[src/logic/ids_params.svh]
`ifndef IDS_PARAMS_SVH
`define IDS_PARAMS_SVH

// ==========================================================
// operation classes
`define IDS_OP_MOVE       3'h0
`define IDS_OP_ADD        3'h1
`define IDS_OP_AND        3'h2
`define IDS_OP_XOR        3'h3
`define IDS_OP_EXEC_IND   3'h4
`define IDS_OP_BR_NZ      3'h5
`define IDS_OP_LOAD_LIT   3'h6
`define IDS_OP_JUMP_ABS   3'h7

// ==========================================================
// operand codes
`define IDS_CODE_LB_SEL   5'h07
`define IDS_CODE_CARRY    5'h08
`define IDS_CODE_WREG9    5'h09
`define IDS_CODE_RB_SEL   5'h0f
`define IDS_GRP_LOW       2'h0
`define IDS_GRP_HIGH      2'h1
`define IDS_GRP_LEFT      2'h2
`define IDS_GRP_RIGHT     2'h3
`define IDS_IDX_NONE      3'h7
`define IDS_IDX_WREG9     3'h7

// ==========================================================
// apb register map
`define IDS_OFF_CTRL      12'h000
`define IDS_OFF_STATUS    12'h004
`define IDS_OFF_DATA      12'h008
`define IDS_CTRL_RUN      0

// ==========================================================
// reset values and pc step
`define IDS_PC_RESET      13'h0000
`define IDS_BYTE_ZERO     8'h00
`define IDS_WORD_ZERO     32'h0000_0000
`define IDS_PC_STEP       13'h0001

`endif

[src/logic/ids_pkg.sv]
`default_nettype none
package ids_pkg;

  typedef enum logic [2:0] {
    ST_IDLE = 3'b001,
    ST_IN   = 3'b010,
    ST_OUT  = 3'b100
  } ids_state_e;

  // i/o bus output group
  typedef struct packed {
    logic [7:0] data;
    logic       oe;
    logic       left_bank_enable_n;
    logic       right_bank_enable_n;
    logic       select_command_strobe;
    logic       write_command;
  } ids_io_s;

  function automatic logic [7:0] ids_rotr(input logic [7:0] x, input logic [2:0] k);
    logic [15:0] w;
    w = {x, x} >> k;
    return w[7:0];
  endfunction : ids_rotr

  // length code 0 means eight bits
  function automatic logic [7:0] ids_lmask(input logic [2:0] l);
    logic [2:0] n;
    n = 3'h0 - l;
    return 8'hff >> n;
  endfunction : ids_lmask

endpackage : ids_pkg
`default_nettype wire

[src/logic/ids_core.sv]
`include "ids_params.svh"
`default_nettype none

// Overview of operation
// - and class ands source with aux
// - xor class xors source with aux
// - load_literal writes literal to destination
// - execute_indirect sets low address bits, pc kept
// - taken branch_if_nonzero loads literal into pc, address
// - jump_absolute loads target into pc and address
// - otherwise pc increments and feeds address
// - three-bit opcode selects eight classes
// - five-bit operand codes, aux implicit second operand
// - operand code map for registers and carry
// - bank-select codes read as zero
// - rotate/length field meaning depends on operands
// - register to register right-rotate on bus
// - io source rotated then masked to length
// - io destination shifted, masked, merged with bus input data
// - one length serves source and destination
// - io to io merges into source bus data
// - literal eight bits for register, five io
// - thirteen-bit jump target spans whole storage
// - io code N rotates or shifts seven minus N
// - octal 2 left bank, 3 right bank
// - bank-select write drives bus with select strobe
module ids_core
  import ids_pkg::*;
(
  // clock and reset
  input  wire logic        pclk,
  input  wire logic        presetn,
  // apb slave
  input  wire logic        psel,
  input  wire logic        penable,
  input  wire logic        pwrite,
  input  wire logic [11:0] paddr,
  input  wire logic [31:0] pwdata,
  output var  logic        pready,
  output var  logic [31:0] prdata,
  output var  logic        pslverr,
  // program storage
  output var  logic [12:0] prog_addr,
  input  wire logic [15:0] instr_word,
  // i/o bus
  input  wire logic [7:0]  io_in,
  output var  ids_io_s     io_out
);

  // ==========================================================
  // apb register file
  logic        pready_ff;
  logic        nxt_pready;
  logic [31:0] prdata_ff;
  logic [31:0] nxt_prdata;
  logic        pslverr_ff;
  logic        nxt_pslverr;
  logic        run_ff;
  logic        nxt_run;

  ids_state_e  state_ff;
  ids_state_e  nxt_state;
  logic [12:0] pc_ff;
  logic [12:0] nxt_pc;
  logic [12:0] addr_ff;
  logic [12:0] nxt_addr;
  logic [7:0]  regs_ff [8];
  logic [7:0]  nxt_regs [8];
  logic        carry_ff;
  logic        nxt_carry;
  ids_io_s     io_ff;
  ids_io_s     nxt_io;

  always_comb
  begin
    nxt_pready  = psel & ~penable & ~pready_ff;
    nxt_prdata  = prdata_ff;
    nxt_pslverr = 1'b0;
    nxt_run     = run_ff;
    if (psel && !penable)
    begin
      nxt_prdata = `IDS_WORD_ZERO;
      case (paddr)
        `IDS_OFF_CTRL:   nxt_prdata[`IDS_CTRL_RUN] = run_ff;
        `IDS_OFF_STATUS: nxt_prdata = {state_ff != ST_IDLE, 2'h0, addr_ff, 3'h0, pc_ff};
        `IDS_OFF_DATA:   nxt_prdata = {23'h00_0000, carry_ff, regs_ff[0]};
        default:         nxt_pslverr = 1'b1;
      endcase
    end
    if (psel && penable && pready_ff && pwrite && paddr == `IDS_OFF_CTRL)
    begin
      nxt_run = pwdata[`IDS_CTRL_RUN];
    end
  end

  always_ff @(posedge pclk or negedge presetn)
  begin
    if (!presetn)
    begin
      pready_ff  <= 1'b0;
      prdata_ff  <= `IDS_WORD_ZERO;
      pslverr_ff <= 1'b0;
      run_ff     <= 1'b0;
    end
    else
    begin
      pready_ff  <= nxt_pready;
      prdata_ff  <= nxt_prdata;
      pslverr_ff <= nxt_pslverr;
      run_ff     <= nxt_run;
    end
  end

  assign pready  = pready_ff;
  assign prdata  = prdata_ff;
  // error flag is only ever set alongside the ready pulse, so it can leave the flop directly
  assign pslverr = pslverr_ff;

  // ==========================================================
  // decode and execute
  logic [2:0] op;
  logic [4:0] scode;
  logic [4:0] dcode;
  logic [2:0] rl;
  logic       src_io;
  logic       dst_io;
  logic       writes;
  logic [4:0] bcode;
  logic [7:0] jval;
  logic [7:0] rdata;
  logic [7:0] sdata;
  logic [8:0] sum;
  logic [7:0] alu;
  logic [7:0] dmask;
  logic [7:0] dshift;
  logic [7:0] merged;

  always_comb
  begin
    op     = instr_word[15:13];
    scode  = instr_word[12:8];
    rl     = instr_word[7:5];
    dcode  = (op == `IDS_OP_LOAD_LIT) ? instr_word[12:8] : instr_word[4:0];
    writes = (op == `IDS_OP_MOVE) || (op == `IDS_OP_ADD) || (op == `IDS_OP_AND)
          || (op == `IDS_OP_XOR) || (op == `IDS_OP_LOAD_LIT);
    src_io = scode[4] && (op != `IDS_OP_LOAD_LIT) && (op != `IDS_OP_JUMP_ABS);
    dst_io = dcode[4] && writes;
    // literal width follows whether an io field is named
    jval   = (src_io || (op == `IDS_OP_LOAD_LIT && dcode[4])) ?
             {3'h0, instr_word[4:0]} : instr_word[7:0];
    // input phase enables the source bank, else the destination bank for merging
    bcode  = src_io ? scode : (dst_io ? dcode : 5'h00);
    // register read with code map
    rdata  = `IDS_BYTE_ZERO;
    case (scode[4:3])
      `IDS_GRP_LOW:
      begin
        if (scode[2:0] != `IDS_IDX_NONE)
        begin
          rdata = regs_ff[scode[2:0]];
        end
      end
      `IDS_GRP_HIGH:
      begin
        if (scode == `IDS_CODE_CARRY)
        begin
          rdata = {7'h00, carry_ff};
        end
        else if (scode == `IDS_CODE_WREG9)
        begin
          rdata = regs_ff[`IDS_IDX_WREG9];
        end
      end
      default: rdata = `IDS_BYTE_ZERO;
    endcase
    // bank-select and unassigned codes fall through as zero
    if (src_io)
    begin
      sdata = ids_rotr(io_in, ~scode[2:0]) & ids_lmask(rl);
    end
    else if (!dst_io && writes && op != `IDS_OP_LOAD_LIT)
    begin
      sdata = ids_rotr(rdata, rl);
    end
    else
    begin
      sdata = rdata;
    end
    sum = {1'b0, sdata} + {1'b0, regs_ff[0]};
    case (op)
      `IDS_OP_ADD:      alu = sum[7:0];
      `IDS_OP_AND:      alu = sdata & regs_ff[0];
      `IDS_OP_XOR:      alu = sdata ^ regs_ff[0];
      `IDS_OP_EXEC_IND: alu = sdata + jval;
      `IDS_OP_LOAD_LIT: alu = jval;
      default:          alu = sdata;
    endcase
    // one length value masks both ends
    dmask  = ids_lmask(rl) << ~dcode[2:0];
    dshift = alu << ~dcode[2:0];
    // base is the bus data read in the input phase
    merged = (io_in & ~dmask) | (dshift & dmask);
  end

  // ==========================================================
  // sequencer
  always_comb
  begin
    nxt_state = state_ff;
    nxt_pc    = pc_ff;
    nxt_addr  = addr_ff;
    nxt_regs  = regs_ff;
    nxt_carry = carry_ff;
    nxt_io    = io_ff;
    case (state_ff)
      ST_IDLE, ST_OUT:
      begin
        nxt_io.oe                    = 1'b0;
        nxt_io.write_command         = 1'b0;
        nxt_io.select_command_strobe = 1'b0;
        nxt_io.left_bank_enable_n    = 1'b1;
        nxt_io.right_bank_enable_n   = 1'b1;
        if (run_ff)
        begin
          nxt_state                  = ST_IN;
          nxt_io.left_bank_enable_n  = (bcode[4:3] != `IDS_GRP_LEFT);
          nxt_io.right_bank_enable_n = (bcode[4:3] != `IDS_GRP_RIGHT);
        end
        else
        begin
          nxt_state = ST_IDLE;
        end
      end
      ST_IN:
      begin
        nxt_state                  = ST_OUT;
        nxt_io.left_bank_enable_n  = 1'b1;
        nxt_io.right_bank_enable_n = 1'b1;
        if (op == `IDS_OP_ADD)
        begin
          nxt_carry = sum[8];
        end
        if (writes)
        begin
          if (dst_io)
          begin
            nxt_io.data                = merged;
            nxt_io.oe                  = 1'b1;
            nxt_io.write_command       = 1'b1;
            nxt_io.left_bank_enable_n  = dcode[3];
            nxt_io.right_bank_enable_n = ~dcode[3];
          end
          else if (dcode == `IDS_CODE_LB_SEL || dcode == `IDS_CODE_RB_SEL)
          begin
            nxt_io.data                  = alu;
            nxt_io.oe                    = 1'b1;
            nxt_io.select_command_strobe = 1'b1;
            nxt_io.left_bank_enable_n    = (dcode != `IDS_CODE_LB_SEL);
            nxt_io.right_bank_enable_n   = (dcode != `IDS_CODE_RB_SEL);
          end
          else if (dcode[4:3] == `IDS_GRP_LOW)
          begin
            nxt_regs[dcode[2:0]] = alu;
          end
          else if (dcode == `IDS_CODE_WREG9)
          begin
            nxt_regs[`IDS_IDX_WREG9] = alu;
          end
          // carry and unassigned codes ignore writes
        end
        nxt_pc   = 13'(pc_ff + `IDS_PC_STEP);
        nxt_addr = 13'(pc_ff + `IDS_PC_STEP);
        case (op)
          `IDS_OP_JUMP_ABS:
          begin
            nxt_pc   = instr_word[12:0];
            nxt_addr = instr_word[12:0];
          end
          `IDS_OP_EXEC_IND:
          begin
            nxt_pc   = pc_ff;
            nxt_addr = src_io ? {pc_ff[12:5], alu[4:0]} : {pc_ff[12:8], alu};
          end
          `IDS_OP_BR_NZ:
          begin
            if (sdata != `IDS_BYTE_ZERO)
            begin
              nxt_pc   = src_io ? {pc_ff[12:5], jval[4:0]} : {pc_ff[12:8], jval};
              nxt_addr = nxt_pc;
            end
          end
          default: nxt_pc = nxt_pc;
        endcase
      end
      default:
      begin
        nxt_state = ST_IDLE;
      end
    endcase
  end

  always_ff @(posedge pclk or negedge presetn)
  begin
    if (!presetn)
    begin
      state_ff <= ST_IDLE;
      pc_ff    <= `IDS_PC_RESET;
      addr_ff  <= `IDS_PC_RESET;
      carry_ff <= 1'b0;
      io_ff    <= '{data: `IDS_BYTE_ZERO, oe: 1'b0, left_bank_enable_n: 1'b1,
                    right_bank_enable_n: 1'b1, select_command_strobe: 1'b0,
                    write_command: 1'b0};
      for (int i = 0; i < 8; i++)
      begin
        regs_ff[i] <= `IDS_BYTE_ZERO;
      end
    end
    else
    begin
      state_ff <= nxt_state;
      pc_ff    <= nxt_pc;
      addr_ff  <= nxt_addr;
      carry_ff <= nxt_carry;
      io_ff    <= nxt_io;
      regs_ff  <= nxt_regs;
    end
  end

  assign prog_addr = addr_ff;
  assign io_out    = io_ff;

endmodule : ids_core
`default_nettype wire

[config.mk]
export PLATFORM = sky130hd
export DESIGN_NAME = ids_core
export DESIGN_NICKNAME = d
export VERILOG_FILES = /design/src/logic/ids_pkg.sv /design/src/logic/ids_core.sv
export VERILOG_INCLUDE_DIRS = /design/src /design/src/logic
export SDC_FILE = /design/constraint.sdc
export NUM_CORES = 1
export LEC_CHECK = 0
export ABC_CLOCK_PERIOD_IN_PS = 4930
export BUFFER_PORTS_ARGS = -buffer_cell sky130_fd_sc_hd__buf_2
export CELL_PAD_IN_SITES_DETAIL_PLACEMENT = 1
export CELL_PAD_IN_SITES_GLOBAL_PLACEMENT = 2
export CORE_MARGIN = 8
export CORE_UTILIZATION = 35
export DETAILED_ROUTE_END_ITERATION = 10
export MAX_ROUTING_LAYER = met4
export PLACE_DENSITY_LB_ADDON = 0.3
export SLEW_MARGIN = 10
export SYNTH_ARGS = -nofsm -noshare
export SYNTH_HDL_FRONTEND = slang
export SYNTH_SLANG_ARGS = --single-unit
[constraint.sdc]
create_clock -name pclk -period 4.93 [get_ports pclk]
set_input_delay 0.7395 -clock pclk [delete_from_list [all_inputs] [get_ports pclk]]
set_output_delay 0.7395 -clock pclk [all_outputs]
set_load 0.05 [all_outputs]
==> results.py <==
metrics = {
    "status": {
        "outcome": "finished clean",
    },
    "critical_path": {
        "r2r_slack_ns": 0.42,
        "cp_max_fo": 5,
        "crit_top_cell": "buf_4",
        "crit_arrival_ns": 5.12,
        "crit_path_start": "instr_word[11]",
        "cp-start-kind": "input port",
        "crit_type": "in -> reg",
        "worst_setup_path_end_kind": "register",
        "cpPeakStageDelay_ns": 0.40,
        "cp_num_buf_inv": 5,
        "cp_data_required_time_ns": 5.25,
        "reg2reg_from": "regs_ff[58]$_DFFE_PN0P_",
        "path_delay_family": "compound AO/OA/AOI/OAI gates",
        "path_cells": "buf_2 -> nor3b_1 -> buf_4 -> and2_2 -> buf_4 -> a22oi_2 -> a22oi_1 -> buf_4 -> a22oi_1 -> a31o_2 -> inv_1 -> ha_1 -> fa_1 -> a21o_1 -> a21oi_1 -> o21bai_1 -> a21oi_1 -> xor2_1 -> o22ai_1 -> o22a_2 -> mux2_2 -> nand2_1 -> a31oi_1 -> o31a_1",
        "crit_slowest_cell": "fa_1",
    },
    "finish": {
        "layout.cells.non_filler": 1694,
        "insertedDiodeCount": 0,
        "nets": 1435,
        "synthToLayoutAreaGrowth_pct": 27.7,
        "multiInputGateArea_um2": 5920,
        "utilization_pct": 45.5,
        "drive_above_1_share_pct": 30.3,
        "register_area_um2": 3430,
        "n_fill_cell": 3173,
    },
    "floorplan": {
        "die_x_um": 182,
        "ios": 133,
        "start_util_pct": 35.7,
        "dieArea_um2": 33100,
        "fp-row-count": 60,
        "coreArea_um2": 27000,
        "die_h_um": 182,
    },
    "hold_path": {
        "hp-class": "in -> async",
    },
    "place": {
        "placement.io_buffers": 96,
        "placed_cells": 1653,
        "gp_congestion": 0.936,
        "hpwl_um": 29800,
    },
    "pwr": {
        "power_frac_seq_pct": 35.1,
        "leakage_nw": 5.65,
        "ir_drop_mv": 0.138,
        "clkPwrFrac_pct": 38.9,
        "p_int_mw": 2.21,
        "cellPowerDensity_nw_per_um2": 272,
        "p_comb_share_pct": 26.1,
        "p_sw_mw": 1.14,
        "netSwitchingFraction_pct": 34.1,
    },
    "clock_tree": {
        "cts_tree": "done",
        "cts.sinks": 137,
        "cts_root_buffer": "clkbuf_16",
        "clock_path_buffers": 2,
        "htreeDepth": 4,
        "clk_latency_ns": 0.43,
        "numCtsBuffers": 17,
        "clk_pin_slew_worst_paths_ns": 0.07,
    },
    "route": {
        "vias_per_cell": 5.75,
        "ant_nets": 0,
        "vias": 9744,
        "routed_wl_um": 38900,
        "highest_layer": "met4",
        "drt_iter0_markers": 770,
        "route.detailed.drc": 0,
        "met3_length_um": 1880,
        "post_drt_wl_per_cell_um": 22.9,
        "route.met2.wl_um": 18700,
        "wl_met1_um": 17200,
        "first_pass_iters": 5,
    },
    "global_route": {
        "antenna_found_initial": 0,
        "grt_pass1_vias": 10100,
        "groute.usage.overall_pct": 23.8,
        "overflow": 0,
        "grt_pass1_wl_um": 59900,
        "grt_max_degree": 56,
    },
    "logic_synthesis": {
        "synth-edff-count": 0,
        "yosysSeqAreaShare_pct": 35.6,
        "async_reset_ff_share_pct": 100,
        "synth.cell_area_um2": 9640,
        "synthCells": 1126,
        "ys_types": 90,
        "synth_ff_type": "dfrtp_1",
        "syn_area_per_cell_um2": 8.56,
        "ys_warn_count": 0,
        "synth_seq_cells": 137,
    },
    "timing": {
        "finClkSkew_ns": 0.0155,
        "tightest_slew_ns": 0.814,
        "fin_tns_setup_ns": 0,
        "max_slew_margin_pct": 45.6,
        "rsz0062_at_grt": "yes",
        "finalCritPeriodShare_pct": 97.4,
        "timing.final.max_slew_violations": 0,
        "finalSetupViolations": 0,
        "period_minus_slack_ns": 4.80,
        "finalHoldViolations": 0,
        "fmax_mhz": 208,
    },
    "run": {
        "cap_violations": 0,
    },
}
[final cells by class]
class,count,share of cell area [%]
multi-input combinational,885,48.1
sequential,137,27.9
timing repair buffer,275,15.1
clock buffer,18,3.57
tap,341,3.47
clock inverter,14,1.12
inverter,24,0.732
[synth_stat cells (8+ instances only)]
library cell | instances | share of area [%]
dfrtp_1 | 134 | 35
nor2_1 | 142 | 5.5
and2_1 | 8 | 0.52
nand2_1 | 133 | 5.2
clkbuf_1 | 61 | 2.4
inv_1 | 22 | 0.86
nand3_1 | 29 | 1.5
a31oi_1 | 23 | 1.5
mux2_2 | 42 | 4.9
a21oi_1 | 78 | 4.1
xnor2_1 | 14 | 1.3
nand3b_1 | 10 | 0.78
o21ai_0 | 52 | 2.7
ha_1 | 20 | 2.6
a211oi_1 | 20 | 1.6
o211ai_1 | 13 | 1.0
o22ai_1 | 15 | 0.97
a22oi_1 | 18 | 1.4
and3_1 | 8 | 0.52
nor3_1 | 22 | 1.1
a21o_1 | 9 | 0.70
o21ai_1 | 8 | 0.42
nand2b_1 | 11 | 0.71
buf_2 | 10 | 0.52
mux2i_1 | 45 | 4.7
xor2_1 | 9 | 0.82
a221oi_1 | 25 | 2.3
[metrics by stage]
step | hold WS, ns | power, mW | cell area (um^2) | setup slack, ns
final | 0.279 | 3.35 | 12300 | 0.130
after global routing | 0.322 | 3.48 | 12300 | -0.0286
after floorplan | 0.442 | 1.66 | 9670 | 0.0108
after CTS | 0.292 | 3.35 | 12100 | 0.000106
after global placement | 0.444 | 2.02 | 11500 | -0.578
after detailed placement | 0.447 | 2.04 | 11500 | -0.555
[placed cells by master, fill, tap and decap left out, types with 8 or more instances in the layout]
cell type	Yosys	layout
nand3b_1	10	10
a21o_1	9	9
nand2b_1	11	11
nand2_1	133	133
nor3_1	22	19
mux2i_1	45	43
clkbuf_16	0	17
and3_1	8	8
a22oi_1	18	15
mux2_2	42	42
buf_4	5	174
nor2_1	142	142
a221oi_1	25	19
a21oi_1	78	74
xnor2_1	14	14
ha_1	20	19
dfrtp_1	134	134
inv_1	22	22
o21ai_1	8	9
o21ai_0	52	51
a211oi_1	20	16
o211ai_1	13	13
a31oi_1	23	22
buf_2	10	94
o22ai_1	15	15
xor2_1	9	9
nand3_1	29	29
[final timing paths]
| check | endpoint | depth (start not counted) |
|---|---|---|
| setup / recovery | io_out[11]$_DFFE_PN0P_ | 24 |
| hold / removal | regs_ff[23]$_DFFE_PN0P_ | 1 |
| setup reg to reg | regs_ff[7]$_DFFE_PN0P_ | 20 |
| hold reg to reg | pready$_DFF_PN0_ | 1 |
| max in group asynchronous | pc_ff[1]$_DFFE_PN0P_ | 2 |
| min in group pclk | pready$_DFF_PN0_ | 1 |
[logic make-up (layout without fill, tap and decap cells)]
logic type	count (synthesis)	after routing	share of synthesized area, %
xor+xnor	23	23	2.09
fa+ha+maj	23	23	3.12
compound gates	335	335	23.7
flops	137	137	35.6
other cells	1	5	0.0389
buf+inv	108	331	4.84
simple gates	403	403	19.0
mux	96	96	11.6
[power by group through the flow]
| stage | Sequential, mW | Combinational, mW | Clock, mW |
|---|---|---|---|
| floorplan | 1.25 | 0.408 | 0 |
| finish | 1.17 | 0.874 | 1.30 |
| detailed placement | 1.20 | 0.843 | 0 |
| CTS | 1.17 | 0.852 | 1.32 |
| global route | 1.18 | 0.937 | 1.36 |
| global placement | 1.19 | 0.831 | 0 |
[sequential cells by signal (all words and copies together), names as in the netlist]
| register | flops |
|---|---|
| prog_addr | 13 |
| prdata | 27 |
| state_ff | 3 |
| pready | 1 |
| run_ff | 1 |
| carry_ff | 1 |
| pslverr | 1 |
| pc_ff | 13 |
| regs_ff | 64 |
| io_out | 13 |
[routing by layer]
layer  track usage [%]  vias to the layer above
met5                 -                        -
met4              9.05                        0
met2              38.7                      266
met1              29.2                     4871
li1                  -                     4552
met3              4.15                       55
[timing repair]
item,in CTS,in global routing
setup endpoints to repair,13,31
hold buffers,0,0
buffers inserted,1,8
resized for setup,7,31
cloned,0,0
pin swaps,2,9
(Power assumes the default switching activity.)
